===== config.mk =====
export PLATFORM = sky130hd
export DESIGN_NAME = ciu_core_interrupt_unit
export DESIGN_NICKNAME = d
export VERILOG_FILES = /design/src/rtl/ciu_pkg.sv /design/src/rtl/core_interrupt_unit.sv
export VERILOG_INCLUDE_DIRS = /design/src /design/src/rtl
export SDC_FILE = /design/constraint.sdc
export NUM_CORES = 1
export LEC_CHECK = 0
export BUFFER_PORTS_ARGS = -buffer_cell sky130_fd_sc_hd__buf_2
export CORE_MARGIN = 4
export CORE_UTILIZATION = 54
export CTS_CLUSTER_DIAMETER = 60
export DETAILED_ROUTE_END_ITERATION = 7
export PLACE_DENSITY_LB_ADDON = 0.25
export SETUP_SLACK_MARGIN = 0.1
export SYNTH_ARGS = -nofsm -noshare
export SYNTH_HDL_FRONTEND = slang
export SYNTH_SLANG_ARGS = --single-unit

===== constraint.sdc =====
create_clock -name core_clk_in -period 4.4 [get_ports core_clk_in]
set_input_delay 0.22 -clock core_clk_in [delete_from_list [all_inputs] [get_ports core_clk_in]]
set_output_delay 0.22 -clock core_clk_in [all_outputs]
set_load 0.01 [all_outputs]

===== src/rtl/ciu_defs.svh =====
`ifndef CIU_DEFS_SVH
`define CIU_DEFS_SVH

// Register word offsets (byte addresses on the Wishbone bus)
`define CIU_OFS_IRQ_CONTROL     5'h00
`define CIU_OFS_PERIPH_EN_1     5'h04
`define CIU_OFS_PERIPH_EN_2     5'h08
`define CIU_OFS_PERIPH_FLAG_1   5'h0C
`define CIU_OFS_PERIPH_FLAG_2   5'h10
`define CIU_OFS_OPTION          5'h14
`define CIU_OFS_POWER_CONTROL   5'h18
`define CIU_OFS_STATUS_FLAGS    5'h1C

// Control register field positions
`define CIU_IC_GLOBAL_EN        7
`define CIU_IC_GROUP_EN         6
`define CIU_IC_TIMER0_EN        5
`define CIU_IC_EXT_EN           4
`define CIU_IC_PORT_EN          3
`define CIU_IC_TIMER0_FLAG      2
`define CIU_IC_EXT_FLAG         1
`define CIU_IC_PORT_FLAG        0

// Option register, status register and power control fields
`define CIU_OPT_EDGE_SEL        6
`define CIU_ST_TIMEOUT          4
`define CIU_ST_POWERDOWN        3
`define CIU_PC_POR              1
`define CIU_PC_BOR              0

// Reset values
`define CIU_RST_IRQ_CONTROL     8'h00
`define CIU_RST_PERIPH_EN       8'h00
`define CIU_RST_PERIPH_FLAG     8'h00
`define CIU_RST_OPTION          8'hFF
`define CIU_RST_STATUS          8'h18

// Source count, vector, wake-capable sources, phase timing
`define CIU_NUM_SOURCES         16
`define CIU_VECTOR_ADDR         13'h0004
`define CIU_WAKE_CAPABLE        16'h0003
`define CIU_CLK_MHZ             100
`define CIU_Q_PHASE_NS          10
`define CIU_Q_CLKS              ((`CIU_Q_PHASE_NS * `CIU_CLK_MHZ + 999) / 1000)

`endif


===== src/rtl/ciu_pkg.sv =====
package ciu_pkg;

	// Vectoring sequencer, one state per instruction cycle
	typedef enum logic [1:0] {
		CIU_IDLE      = 2'b00,
		CIU_FLUSH     = 2'b01,
		CIU_PUSH      = 2'b10,
		CIU_WAKE_EXEC = 2'b11
	} ciu_state_t;

	// Requests from the unit to the processor core, all one-cycle pulses
	typedef struct packed {
		logic flush_prefetch;
		logic push_pc;
		logic pc_load;
		logic vector_exec;
		logic pop_pc;
		logic wake;
	} ciu_core_ctl_t;

	// Cause of the current device reset
	typedef struct packed {
		logic power_on;
		logic brownout;
	} ciu_rst_cause_t;

	// Instruction retire report from the core for status flag update
	typedef struct packed {
		logic       retire;
		logic       nibble_swap_move;
		logic [2:0] alu_flags;
	} ciu_retire_t;

endpackage


===== src/rtl/core_interrupt_unit.sv =====
// The Wishbone slave port and the register offsets were chosen for this implementation.
`timescale 1ns/1ps
`include "ciu_defs.svh"

module ciu_core_interrupt_unit (
	input  wire logic                    core_clk_in,        // 100 MHz core clock
	input  wire logic                    sys_rst_in,         // Synchronous device reset, high
	input  wire ciu_pkg::ciu_rst_cause_t rst_cause_in,       // Kind of the current reset
	input  wire logic                    wb_cyc_in,          // Wishbone cycle
	input  wire logic                    wb_stb_in,          // Wishbone strobe
	input  wire logic                    wb_we_in,           // Wishbone write enable
	input  wire logic [4:0]              wb_adr_in,          // Wishbone byte address
	input  wire logic [3:0]              wb_sel_in,          // Wishbone byte selects
	input  wire logic [31:0]             wb_dat_in,          // Wishbone write data
	output logic      [31:0]             wb_dat_out,         // Wishbone read data
	output logic                         wb_ack_out,         // Wishbone acknowledge
	input  wire logic [15:0]             event_in,           // Synchronous source event pulses
	input  wire logic                    ext_pin_in,         // External edge pin, asynchronous
	input  wire logic                    sleep_in,           // Core is asleep
	input  wire logic                    return_from_isr_in, // Core executes return from handler
	input  wire ciu_pkg::ciu_retire_t    retire_in,          // Retired instruction flag report
	output ciu_pkg::ciu_core_ctl_t       core_ctl_out,       // Sequencer pulses to the core
	output logic      [12:0]             pc_vector_out,      // Address loaded on pc_load
	output logic      [1:0]              q_phase_out,        // Current instruction phase
	output logic      [7:0]              status_flags_out    // Core status register
);

	// Source index map shared by enables, flags and wake logic
	localparam int SRC_PORT   = 0;
	localparam int SRC_EXT    = 1;
	localparam int SRC_TIMER0 = 2;
	localparam int SRC_P1     = 3;
	localparam int SRC_P2     = 11;

	logic [7:0]          irq_control_reg;
	logic [7:0]          periph_enable_reg_1;
	logic [4:0]          periph_enable_reg_2;
	logic [7:0]          periph_flag_reg_1;
	logic [4:0]          periph_flag_reg_2;
	logic [7:0]          option_reg;
	logic [1:0]          power_control_reset_cause;
	logic [7:0]          core_status_flags;
	logic [3:0]          q_cnt_reg;
	logic [1:0]          q_phase_reg;
	logic                q_tick;
	logic                tcy_tick;
	logic                pin_meta_reg;
	logic                pin_sync_reg;
	logic                pin_prev_reg;
	logic                ext_edge;
	logic [15:0]         src_enable;
	logic [15:0]         src_flag;
	logic [15:0]         src_event;
	logic [15:0]         src_ready;
	logic                take_req;
	logic                wake_req;
	logic                bus_req;
	logic                wr_stb;
	logic [2:0]          wr_index;
	logic [7:0]          wr_byte;
	logic [7:0]          rd_byte;
	ciu_pkg::ciu_state_t state_reg;
	ciu_pkg::ciu_state_t state_next;

	// Map a byte address to a register index; the byte-lane bits below the word index are ignored
	function automatic logic [2:0] reg_index(input logic [4:0] adr);
		reg_index = adr[4:2];
	endfunction

	// Is a given register being written this cycle
	function automatic logic reg_wr(input logic stb, input logic [2:0] idx, input logic [4:0] ofs);
		reg_wr = stb && (idx == reg_index(ofs));
	endfunction

	// Bus request decode; ack is registered so a classic master sees one wait state
	assign bus_req  = wb_cyc_in && wb_stb_in && !wb_ack_out;
	assign wr_stb   = bus_req && wb_we_in && wb_sel_in[0];
	assign wr_index = reg_index(wb_adr_in);
	assign wr_byte  = wb_dat_in[7:0];

	// Acknowledge every access, mapped or not, one cycle after the strobe
	always_ff @(posedge core_clk_in)
	begin
		if (sys_rst_in)
			wb_ack_out <= 1'b0;
		else
			wb_ack_out <= bus_req;
	end

	// Read mux, narrow registers sit in the low bits
	always_comb
	begin
		rd_byte = 8'h00;
		unique case (wr_index)
			reg_index(`CIU_OFS_IRQ_CONTROL):   rd_byte = irq_control_reg;
			reg_index(`CIU_OFS_PERIPH_EN_1):   rd_byte = periph_enable_reg_1;
			reg_index(`CIU_OFS_PERIPH_EN_2):   rd_byte = {3'h0, periph_enable_reg_2};
			reg_index(`CIU_OFS_PERIPH_FLAG_1): rd_byte = periph_flag_reg_1;
			reg_index(`CIU_OFS_PERIPH_FLAG_2): rd_byte = {3'h0, periph_flag_reg_2};
			reg_index(`CIU_OFS_OPTION):        rd_byte = option_reg;
			reg_index(`CIU_OFS_POWER_CONTROL): rd_byte = {6'h00, power_control_reset_cause};
			reg_index(`CIU_OFS_STATUS_FLAGS):  rd_byte = core_status_flags;
		endcase
	end

	// Read data captured with the request so it stands with ack
	always_ff @(posedge core_clk_in)
	begin
		if (sys_rst_in)
			wb_dat_out <= 32'h0000_0000;
		else if (bus_req && !wb_we_in)
			wb_dat_out <= {24'h00_0000, rd_byte};
	end

	// Quarter-phase divider; one enable pulse per phase, wrap marks the first phase
	always_ff @(posedge core_clk_in)
	begin
		if (sys_rst_in)
		begin
			q_cnt_reg   <= 4'h0;
			q_phase_reg <= 2'h0;
		end
		else if (q_tick)
		begin
			q_cnt_reg   <= 4'h0;
			q_phase_reg <= q_phase_reg + 2'h1;
		end
		else
			q_cnt_reg <= q_cnt_reg + 4'h1;
	end

	assign q_tick      = (q_cnt_reg == 4'(`CIU_Q_CLKS - 1));
	assign tcy_tick    = q_tick && (q_phase_reg == 2'h3);
	assign q_phase_out = q_phase_reg;

	// Pin synchroniser; the pin is asynchronous so its edge lands in an arbitrary phase.
	// It runs through reset so the edge detector leaves reset at the pin's real level;
	// a fixed reset value would fake an edge whenever the pin idles at the other level.
	always_ff @(posedge core_clk_in)
	begin
		pin_meta_reg <= ext_pin_in;
		pin_sync_reg <= pin_meta_reg;
		pin_prev_reg <= pin_sync_reg;
	end

	// Edge select picks rising or falling edges
	assign ext_edge = option_reg[`CIU_OPT_EDGE_SEL] ? (pin_sync_reg && !pin_prev_reg)
	                                                : (!pin_sync_reg && pin_prev_reg);

	// Gather events; pin edge replaces any synchronous event at its index
	always_comb
	begin
		src_event          = event_in;
		src_event[SRC_EXT] = ext_edge;
	end

	// Gather enables and flags into source order
	assign src_enable = {periph_enable_reg_2, periph_enable_reg_1,
	                     irq_control_reg[`CIU_IC_TIMER0_EN], irq_control_reg[`CIU_IC_EXT_EN],
	                     irq_control_reg[`CIU_IC_PORT_EN]};
	assign src_flag   = {periph_flag_reg_2, periph_flag_reg_1,
	                     irq_control_reg[`CIU_IC_TIMER0_FLAG], irq_control_reg[`CIU_IC_EXT_FLAG],
	                     irq_control_reg[`CIU_IC_PORT_FLAG]};

	// Per-source readiness; peripheral sources also need the group enable
	genvar g;
	generate
		for (g = 0; g < `CIU_NUM_SOURCES; g++)
		begin : g_src
			if (g < SRC_P1)
			begin : g_core
				assign src_ready[g] = src_flag[g] && src_enable[g];
			end
			else
			begin : g_periph
				assign src_ready[g] = src_flag[g] && src_enable[g]
				                      && irq_control_reg[`CIU_IC_GROUP_EN];
			end
		end
	endgenerate

	// Only sources that run without the system clock may wake the core
	assign wake_req = sleep_in && |(src_ready & `CIU_WAKE_CAPABLE);

	// Request taken in the last phase of each cycle; a disabled global enable just leaves the flag waiting
	assign take_req = tcy_tick && !sleep_in && irq_control_reg[`CIU_IC_GLOBAL_EN]
	                  && |src_ready;

	// Sequencer: one step per instruction cycle except the move from idle into wake execution, never waits for the current instruction
	always_comb
	begin
		state_next = state_reg;
		unique case (state_reg)
			ciu_pkg::CIU_IDLE:
			begin
				if (wake_req && irq_control_reg[`CIU_IC_GLOBAL_EN])
					state_next = ciu_pkg::CIU_WAKE_EXEC;
				else if (take_req)
					state_next = ciu_pkg::CIU_FLUSH;
			end
			ciu_pkg::CIU_WAKE_EXEC:
				if (tcy_tick && !sleep_in)
					state_next = ciu_pkg::CIU_FLUSH;
			ciu_pkg::CIU_FLUSH:
				if (tcy_tick)
					state_next = ciu_pkg::CIU_PUSH;
			ciu_pkg::CIU_PUSH:
				if (tcy_tick)
					state_next = ciu_pkg::CIU_IDLE;
		endcase
	end

	always_ff @(posedge core_clk_in)
	begin
		if (sys_rst_in)
			state_reg <= ciu_pkg::CIU_IDLE;
		else
			state_reg <= state_next;
	end

	// Pulses to the core, registered; only the return address is saved by hardware
	always_ff @(posedge core_clk_in)
	begin
		if (sys_rst_in)
			core_ctl_out <= '0;
		else
		begin
			core_ctl_out.flush_prefetch <= (state_reg != ciu_pkg::CIU_FLUSH)
			                               && (state_next == ciu_pkg::CIU_FLUSH);
			core_ctl_out.push_pc        <= (state_reg == ciu_pkg::CIU_FLUSH)
			                               && (state_next == ciu_pkg::CIU_PUSH);
			core_ctl_out.pc_load        <= (state_reg == ciu_pkg::CIU_FLUSH)
			                               && (state_next == ciu_pkg::CIU_PUSH);
			core_ctl_out.vector_exec    <= (state_reg == ciu_pkg::CIU_PUSH)
			                               && (state_next == ciu_pkg::CIU_IDLE);
			core_ctl_out.pop_pc         <= return_from_isr_in;
			core_ctl_out.wake           <= wake_req && !core_ctl_out.wake;
		end
	end

	// Full vector address; all 13 bits, high part included, are reloaded from the constant every cycle out of reset
	always_ff @(posedge core_clk_in)
	begin
		if (sys_rst_in)
			pc_vector_out <= 13'h0000;
		else
			pc_vector_out <= `CIU_VECTOR_ADDR;
	end

	// Control register: software write, then events set flags, then sequencer owns global enable
	always_ff @(posedge core_clk_in)
	begin
		if (sys_rst_in)
			irq_control_reg <= `CIU_RST_IRQ_CONTROL;
		else
		begin
			if (reg_wr(wr_stb, wr_index, `CIU_OFS_IRQ_CONTROL))
				irq_control_reg <= wr_byte
				                   | {5'h00, src_event[SRC_TIMER0], src_event[SRC_EXT],
				                      src_event[SRC_PORT]};
			else
				irq_control_reg[2:0] <= irq_control_reg[2:0]
				                        | {src_event[SRC_TIMER0], src_event[SRC_EXT],
				                           src_event[SRC_PORT]};
			// Hardware control of the global enable outranks a concurrent software write
			if ((state_reg != ciu_pkg::CIU_FLUSH) && (state_next == ciu_pkg::CIU_FLUSH))
				irq_control_reg[`CIU_IC_GLOBAL_EN] <= 1'b0;
			else if (return_from_isr_in)
				irq_control_reg[`CIU_IC_GLOBAL_EN] <= 1'b1;
		end
	end

	// Peripheral enable registers
	always_ff @(posedge core_clk_in)
	begin
		if (sys_rst_in)
		begin
			periph_enable_reg_1 <= `CIU_RST_PERIPH_EN;
			periph_enable_reg_2 <= 5'(`CIU_RST_PERIPH_EN);
		end
		else
		begin
			if (reg_wr(wr_stb, wr_index, `CIU_OFS_PERIPH_EN_1))
				periph_enable_reg_1 <= wr_byte;
			if (reg_wr(wr_stb, wr_index, `CIU_OFS_PERIPH_EN_2))
				periph_enable_reg_2 <= wr_byte[4:0];
		end
	end

	// Peripheral flags: written value ORed with events so a same-cycle event is kept
	always_ff @(posedge core_clk_in)
	begin
		if (sys_rst_in)
		begin
			periph_flag_reg_1 <= `CIU_RST_PERIPH_FLAG;
			periph_flag_reg_2 <= 5'(`CIU_RST_PERIPH_FLAG);
		end
		else
		begin
			if (reg_wr(wr_stb, wr_index, `CIU_OFS_PERIPH_FLAG_1))
				periph_flag_reg_1 <= wr_byte | src_event[SRC_P2-1:SRC_P1];
			else
				periph_flag_reg_1 <= periph_flag_reg_1 | src_event[SRC_P2-1:SRC_P1];
			if (reg_wr(wr_stb, wr_index, `CIU_OFS_PERIPH_FLAG_2))
				periph_flag_reg_2 <= wr_byte[4:0] | src_event[15:SRC_P2];
			else
				periph_flag_reg_2 <= periph_flag_reg_2 | src_event[15:SRC_P2];
		end
	end

	// Option register holds the edge select
	always_ff @(posedge core_clk_in)
	begin
		if (sys_rst_in)
			option_reg <= `CIU_RST_OPTION;
		else if (reg_wr(wr_stb, wr_index, `CIU_OFS_OPTION))
			option_reg <= wr_byte;
	end

	// Reset cause: brown-out clears bit 0, other resets leave it; software sets bits back
	always_ff @(posedge core_clk_in)
	begin
		if (sys_rst_in)
		begin
			if (rst_cause_in.power_on)
				power_control_reset_cause[`CIU_PC_POR] <= 1'b0;
			if (rst_cause_in.brownout)
				power_control_reset_cause[`CIU_PC_BOR] <= 1'b0;
		end
		else if (reg_wr(wr_stb, wr_index, `CIU_OFS_POWER_CONTROL))
			power_control_reset_cause <= wr_byte[1:0];
	end

	// Status flags: arithmetic flags follow retired instructions, except the nibble swap move
	always_ff @(posedge core_clk_in)
	begin
		if (sys_rst_in)
			core_status_flags <= `CIU_RST_STATUS;
		else
		begin
			if (reg_wr(wr_stb, wr_index, `CIU_OFS_STATUS_FLAGS))
			begin
				core_status_flags[7:5] <= wr_byte[7:5];
				core_status_flags[2:0] <= wr_byte[2:0];
			end
			else if (retire_in.retire && !retire_in.nibble_swap_move)
				core_status_flags[2:0] <= retire_in.alu_flags;
			if (core_ctl_out.wake)
				core_status_flags[`CIU_ST_POWERDOWN] <= 1'b0;
		end
	end

	assign status_flags_out = core_status_flags;

endmodule


Word-level counts from Yosys, hierarchy flattened
Cells that the tools add are included.
Widths: inputs -> output; s select.
{"block": "totals", "ff_bits": 89, "in_bits": 72, "output_inout_bits": 62}
{"block": "op_classes", "n_addsub": 2, "eq_ne": 16, "muxes": 20, "n_bitwise": 6, "n_reduce_logical": 75}
{"operator": "$pmux 8 s8", "n": 1}
{"operator": "$logic_and 1x1->1", "n": 55}
{"operator": "$or 8x8->8", "n": 2}
{"operator": "$reduce_or 16->1", "n": 1}
{"operator": "$mux 2", "n": 7}
{"operator": "$eq 3x3->1 const B", "n": 4}
{"operator": "$mux 3", "n": 4}
{"operator": "$mux 5", "n": 2}
{"operator": "$or 5x5->5", "n": 2}
{"operator": "$eq 2x2->1 const B", "n": 4}
{"operator": "$mux 8", "n": 1}
{"operator": "$or 8x3->8", "n": 1}
{"operator": "$pmux 2 s4", "n": 1}
{"operator": "$logic_not 1->1", "n": 7}
{"operator": "$eq 3x2->1 const B", "n": 2}
{"operator": "$ne 2x1->1 const B", "n": 3}
{"operator": "$reduce_bool 2->1", "n": 3}
{"operator": "$reduce_or 2->1", "n": 3}
{"operator": "$add 4x1->4 const B", "n": 1}
{"operator": "$eq 2x1->1 const B", "n": 2}
{"operator": "$logic_not 2->1", "n": 2}
{"operator": "$logic_not 4->1", "n": 1}
{"operator": "$mux 1", "n": 4}
{"operator": "$reduce_and 2->1", "n": 2}
{"operator": "4 further kinds", "n": 4}

Depth between registers and ports, before layout
{"block": "logic_depth", "ltp_word": 11, "mapped_depth": 7}

Least setup slack after synthesis
Ideal clock, no wire load.
{"block": "synth_path", "kind": "reg-to-reg", "startpoint": "reg q_phase_reg[0], in the netlist q_phase_out[0]", "endpoint": "reg irq_control_reg[7]", "t_arrival_ns": 1.576, "t_required_ns": 4.314, "path_slack_ns": 2.738, "path_stages_with_launch": 7, "path_buffers": 0, "synth_period_minus_slack_ns": 1.662, "cell_sequence": "dfxtp_1 ha_1 nand4bb_4 or2_1 a222oi_1 nand2_1 a221oi_2"}
{"block": "synth_via", "elab_chain_cells": 11}
{"element": "from (decl)", "line_no": "core_interrupt_unit.sv:44", "source": "logic [1:0] q_phase_reg;"}
{"element": "from (signal assigned)", "line_no": "core_interrupt_unit.sv:126", "source": "q_phase_reg <= q_phase_reg + 2'h1;"}
{"element": "$eq 2x2->1 *", "line_no": "core_interrupt_unit.sv:133", "source": "assign tcy_tick = q_tick && (q_phase_reg == 2'h3);"}
{"element": "$logic_and 1x1->1 *", "line_no": "core_interrupt_unit.sv:133"}
{"element": "$logic_and 1x1->1", "line_no": "core_interrupt_unit.sv:186, core_interrupt_unit.sv:202"}
{"element": "$logic_and 1x1->1 (2 in a row)", "line_no": "core_interrupt_unit.sv:186", "source": "assign take_req = tcy_tick && !sleep_in && irq_control_reg[`CIU_IC_GLOBAL_EN]"}
{"element": "$mux 2", "line_no": "core_interrupt_unit.sv:198", "source": "else if (take_req)"}
{"element": "$mux 2", "line_no": "core_interrupt_unit.sv:196", "source": "if (wake_req && irq_control_reg[`CIU_IC_GLOBAL_EN])"}
{"element": "$pmux 2 s4 *", "line_no": "core_interrupt_unit.sv:193", "source": "unique case (state_reg)"}
{"element": "$eq 2x1->1 *", "line_no": "core_interrupt_unit.sv:266", "source": "if ((state_reg != ciu_pkg::CIU_FLUSH) && (state_next == ciu_pkg::CIU_FLUSH))"}
{"element": "$logic_and 1x1->1 *", "line_no": "core_interrupt_unit.sv:266"}
{"element": "$reduce_or 2->1 (no source line) *"}
{"element": "to (signal assigned)", "line_no": "core_interrupt_unit.sv:254", "source": "irq_control_reg <= `CIU_RST_IRQ_CONTROL;"}
{"element": "to (signal assigned)", "line_no": "core_interrupt_unit.sv:258", "source": "irq_control_reg <= wr_byte"}
{"element": "to (decl)", "line_no": "core_interrupt_unit.sv:35", "source": "logic [7:0] irq_control_reg;"}
Mark *: on every way between the ends. The rest lies on a longest branch, timed or not.
A chain may end at the register's enable or synchronous reset.

Final worst setup path
{"block": "layout_path", "startpoint": "in wb_adr_in[4]", "endpoint": "reg periph_flag_reg_2[2]"}
{"block": "layout_via", "elab_chain_cells": 3}
{"element": "from (decl)", "line_no": "core_interrupt_unit.sv:12", "source": "input wire logic [4:0] wb_adr_in,"}
{"element": "$eq 3x3->1", "line_no": "core_interrupt_unit.sv:72", "source": "reg_wr = stb && (idx == reg_index(ofs));"}
{"element": "$logic_and 1x1->1", "line_no": "core_interrupt_unit.sv:72"}
{"element": "$mux 5", "line_no": "core_interrupt_unit.sv:304", "source": "if (reg_wr(wr_stb, wr_index, `CIU_OFS_PERIPH_FLAG_2))"}
{"element": "to (signal assigned)", "line_no": "core_interrupt_unit.sv:296", "source": "periph_flag_reg_2 <= 5'(`CIU_RST_PERIPH_FLAG);"}
{"element": "to (signal assigned)", "line_no": "core_interrupt_unit.sv:305", "source": "periph_flag_reg_2 <= wr_byte[4:0] | src_event[15:SRC_P2];"}
{"element": "to (signal assigned)", "line_no": "core_interrupt_unit.sv:307", "source": "periph_flag_reg_2 <= periph_flag_reg_2 | src_event[15:SRC_P2];"}
{"element": "to (decl)", "line_no": "core_interrupt_unit.sv:39", "source": "logic [4:0] periph_flag_reg_2;"}
Every way passes these cells.

==> run_results.csv <==
group,metric,value,unit
synthesis,syn_avg_cell_area,9.36,um2
synthesis,synth-compound-area-share,11.6,%
worst_setup_path,crit_type,"in2reg",
global_routing,grt_usage,20.0,%
die,rows,30,
timing,min_period_over_period,44.9,%
worst_setup_path,worst_path_largest_cell_delay,0.70,ns
worst_setup_path,cp_cell_sequence,"buf_2 -> nor2b_1 -> nor3b_4 -> mux2i_1 -> a21oi_1",
run,max_cap_violations,0,
worst_setup_path,cp_max_fo,25,
route,drc_errors,0,
final_layout,final_nets,536,
clocking,ctsHtreeMaxLevel,3,
synthesis,yosysTopAreaCellShare,39.7,%
placed_design,hpwlAfterDp,6160,um
timing,worst_slew_pin_slew,0.777,ns
die,start_util,55.6,%
die,die_x,91.7,um
clocking,cts_tree,"done",
route,wirelength,8440,um
synthesis,ys_top_cells_by_area,"dfxtp_1 (40%), mux2i_1 (12%), buf_4 (7.9%), nor2_1 (3.9%), a21oi_1 (3.3%)",
clocking,root_buffer,"clkbuf_8",
worst_setup_path,cp_top_family,"simple AND/OR/NAND/NOR gates",
worst_setup_path,cp_data_required_time,4.62,ns
synthesis,netlist_area,3780,um2
route,vias_per_cell,5.36,
final_layout,final_cell_area,4240,um2
power,ir_drop,0.000242,V
synthesis,synth_top_family_by_area,"simple AND/OR/NAND/NOR gates",
worst_setup_path,crit_arrival,2.19,ns
timing,hold_violations,0,
global_routing,grt_pass1_wl,13400,um
power,p_per_area,357,nW/um2
worst_hold_path,hold_path_class,"in2reg",
global_routing,grt_overflow_total,0,
synthesis,synthAdderAreaFrac,0.993,%
timing,relSlewSlack,48.1,%
route,drt_pass1_iterations,5,
timing,finalCriticalPeriod,1.97,ns
final_layout,antenna_cells,0,
timing,tns,0,ns
worst_setup_path,crit_buf_inv,1,
outcome,status,"finished clean",
synthesis,synth.distinct_cells,57,
synthesis,yosys.area_share.simple,17.2,%
power,p_leak,0.00200,uW
final_layout,synthToLayoutAreaGrowth,12.1,%
die,io_pins,134,
global_routing,antenna_found_initial,0,
worst_setup_path,start_kind,"input pin",
synthesis,yosysSeqAreaShare,41.3,%
timing,slew_viol_final,0,
route,vias,3013,
synthesis,synth-edff-count,2,
synthesis,ys_ff_latch,77,
route,drtAntennaViolNets,0,
placed_design,place_congestion,0.792,
placed_design,numPortBuffers,66,
timing,rsz0062_at_grt,"false",
clocking,clock_latency,0.35,ns
timing,fmax,0.507,GHz
synthesis,async_flop_share,0,%
global_routing,grt_max_degree,44,
die,core,6790,um2
global_routing,grt_pass1_vias,2745,
placed_design,placed_area,3990,um2
clocking,clock_sinks,77,
die,dieHeight,91.7,um
synthesis,muxShareOfSynthArea,15.8,%
clocking,ctsResizeCount,0,
synthesis,yosys_warnings,0,
clocking,clk_path_buf_depth,2,
clocking,numCtsBuffers,9,
synthesis,synth_cells,404,
synthesis,synth_top_area_cell,"dfxtp_1",
clocking,clkTransAtPathRegs,0.08,ns
route,drt-initial-drc-count,244,
final_layout,fillers,620,
timing,setup_viol_count_final,0,
route,routedWlPerCell,15.0,um
synthesis,ys.flop_type,"dfxtp_1",
synthesis,synth_xor_area_share,0.463,%
worst_setup_path,worst_setup_path_end_kind,"flip-flop",
worst_setup_path,slowest_stage,"nor2b_1",
die,die_area,8400,um2
timing,finalClockSkew,0.0101,ns
final_layout,drive_gt1_share,22.5,%
## routing by layer
metal	GRT usage [%]	part of all wire [%]	vias up
met3	3.94	8.0	13
met2	31.3	46	140
met4	9.92	2.0	0
li1	-	-	1449
met5	0	0	-
met1	26.3	44	1411
## metrics by stage
stage	instances	util [%]	hold WS [ns]	total power [uW]	worst slack (ns)
global route	562	62.4	0.104	1570	2.22
finish	562	62.4	0.0943	1510	2.43
global placement	545	58.8	0.310	895	2.10
floorplan	439	-	0.248	872	2.74
CTS	562	62.4	0.0868	1520	2.46
detailed placement	545	58.8	0.314	898	2.08
## what timing repair did
action                    in CTS  in global routing
buffers inserted               0                  0
hold endpoints to repair       1                  0
hold buffers                   1                  0
## where the power goes
part / switching, uW / leakage, uW / internal (uW)
Clock: 258 / 0.000119 / 369
Sequential: 16.2 / 0.000631 / 722
Combinational: 89.5 / 0.00125 / 56.6
## placed cells by master, fill, tap and decap left out, types with 5 or more instances in the layout
| cell type | synthesis | layout |
|---|---|---|
| a211oi_1 | 6 | 6 |
| a21oi_1 | 25 | 25 |
| a22oi_1 | 5 | 5 |
| buf_2 | 5 | 66 |
| clkbuf_8 | 0 | 10 |
| conb_1 | 2 | 37 |
| dfxtp_1 | 75 | 75 |
| inv_1 | 21 | 21 |
| mux2_2 | 5 | 5 |
| mux2i_1 | 45 | 45 |
| nand2_1 | 23 | 23 |
| nand3_1 | 19 | 19 |
| nor2_1 | 39 | 39 |
| nor3_1 | 8 | 8 |
## kinds of logic (layout without fill, tap and decap cells)
kind of cell	count (synthesis)	count (layout)
DFF	77	77
xor gates and xnor gates	2	2
buffers and inverters	81	108
other	2	37
and+or+nand+nor	120	120
adders and majority gates	3	3
muxes	54	54
AOI/OAI and AO/OA	65	65
## Yosys cell counts, drive strengths merged, types with 6 or more instances
cell type	instances
clkbuf	8
inv	22
nand3	20
nor3	8
nand2	25
a211oi	6
a21oi	25
dfxtp	75
mux2i	45
nor2	40
buf	50
## final timing paths
check | startpoint | to | slack [ns] | depth (start not counted)
max reg2reg | q_cnt_reg[0] | core_ctl_out[5] | 2.51 | 7
min | return_from_isr_in | core_ctl_out[1] | 0.09 | 3
min reg2reg | pin_meta_reg | pin_sync_reg | 0.33 | 0
max | wb_adr_in[4] | periph_flag_reg_2[2] | 2.43 | 5
## worst min-delay path, cell delays in order
cell and delay [ns]:
buf_2 0.07, inv_1 0.05, nor2_1 0.07
## cell type report
| class | instances | area (um2) | area share [%] |
|---|---|---|---|
| Inverter | 23 | 86.3 | 2.04 |
| Sequential cell | 77 | 1560 | 36.8 |
| Clock inverter | 3 | 65.1 | 1.53 |
| Clock buffer | 13 | 170 | 4.01 |
| Timing Repair Buffer | 69 | 355 | 8.38 |
| Multi-Input combinational cell | 281 | 1880 | 44.4 |
| Tap cell | 96 | 120 | 2.83 |
Power figures use the tool's default switching activity.
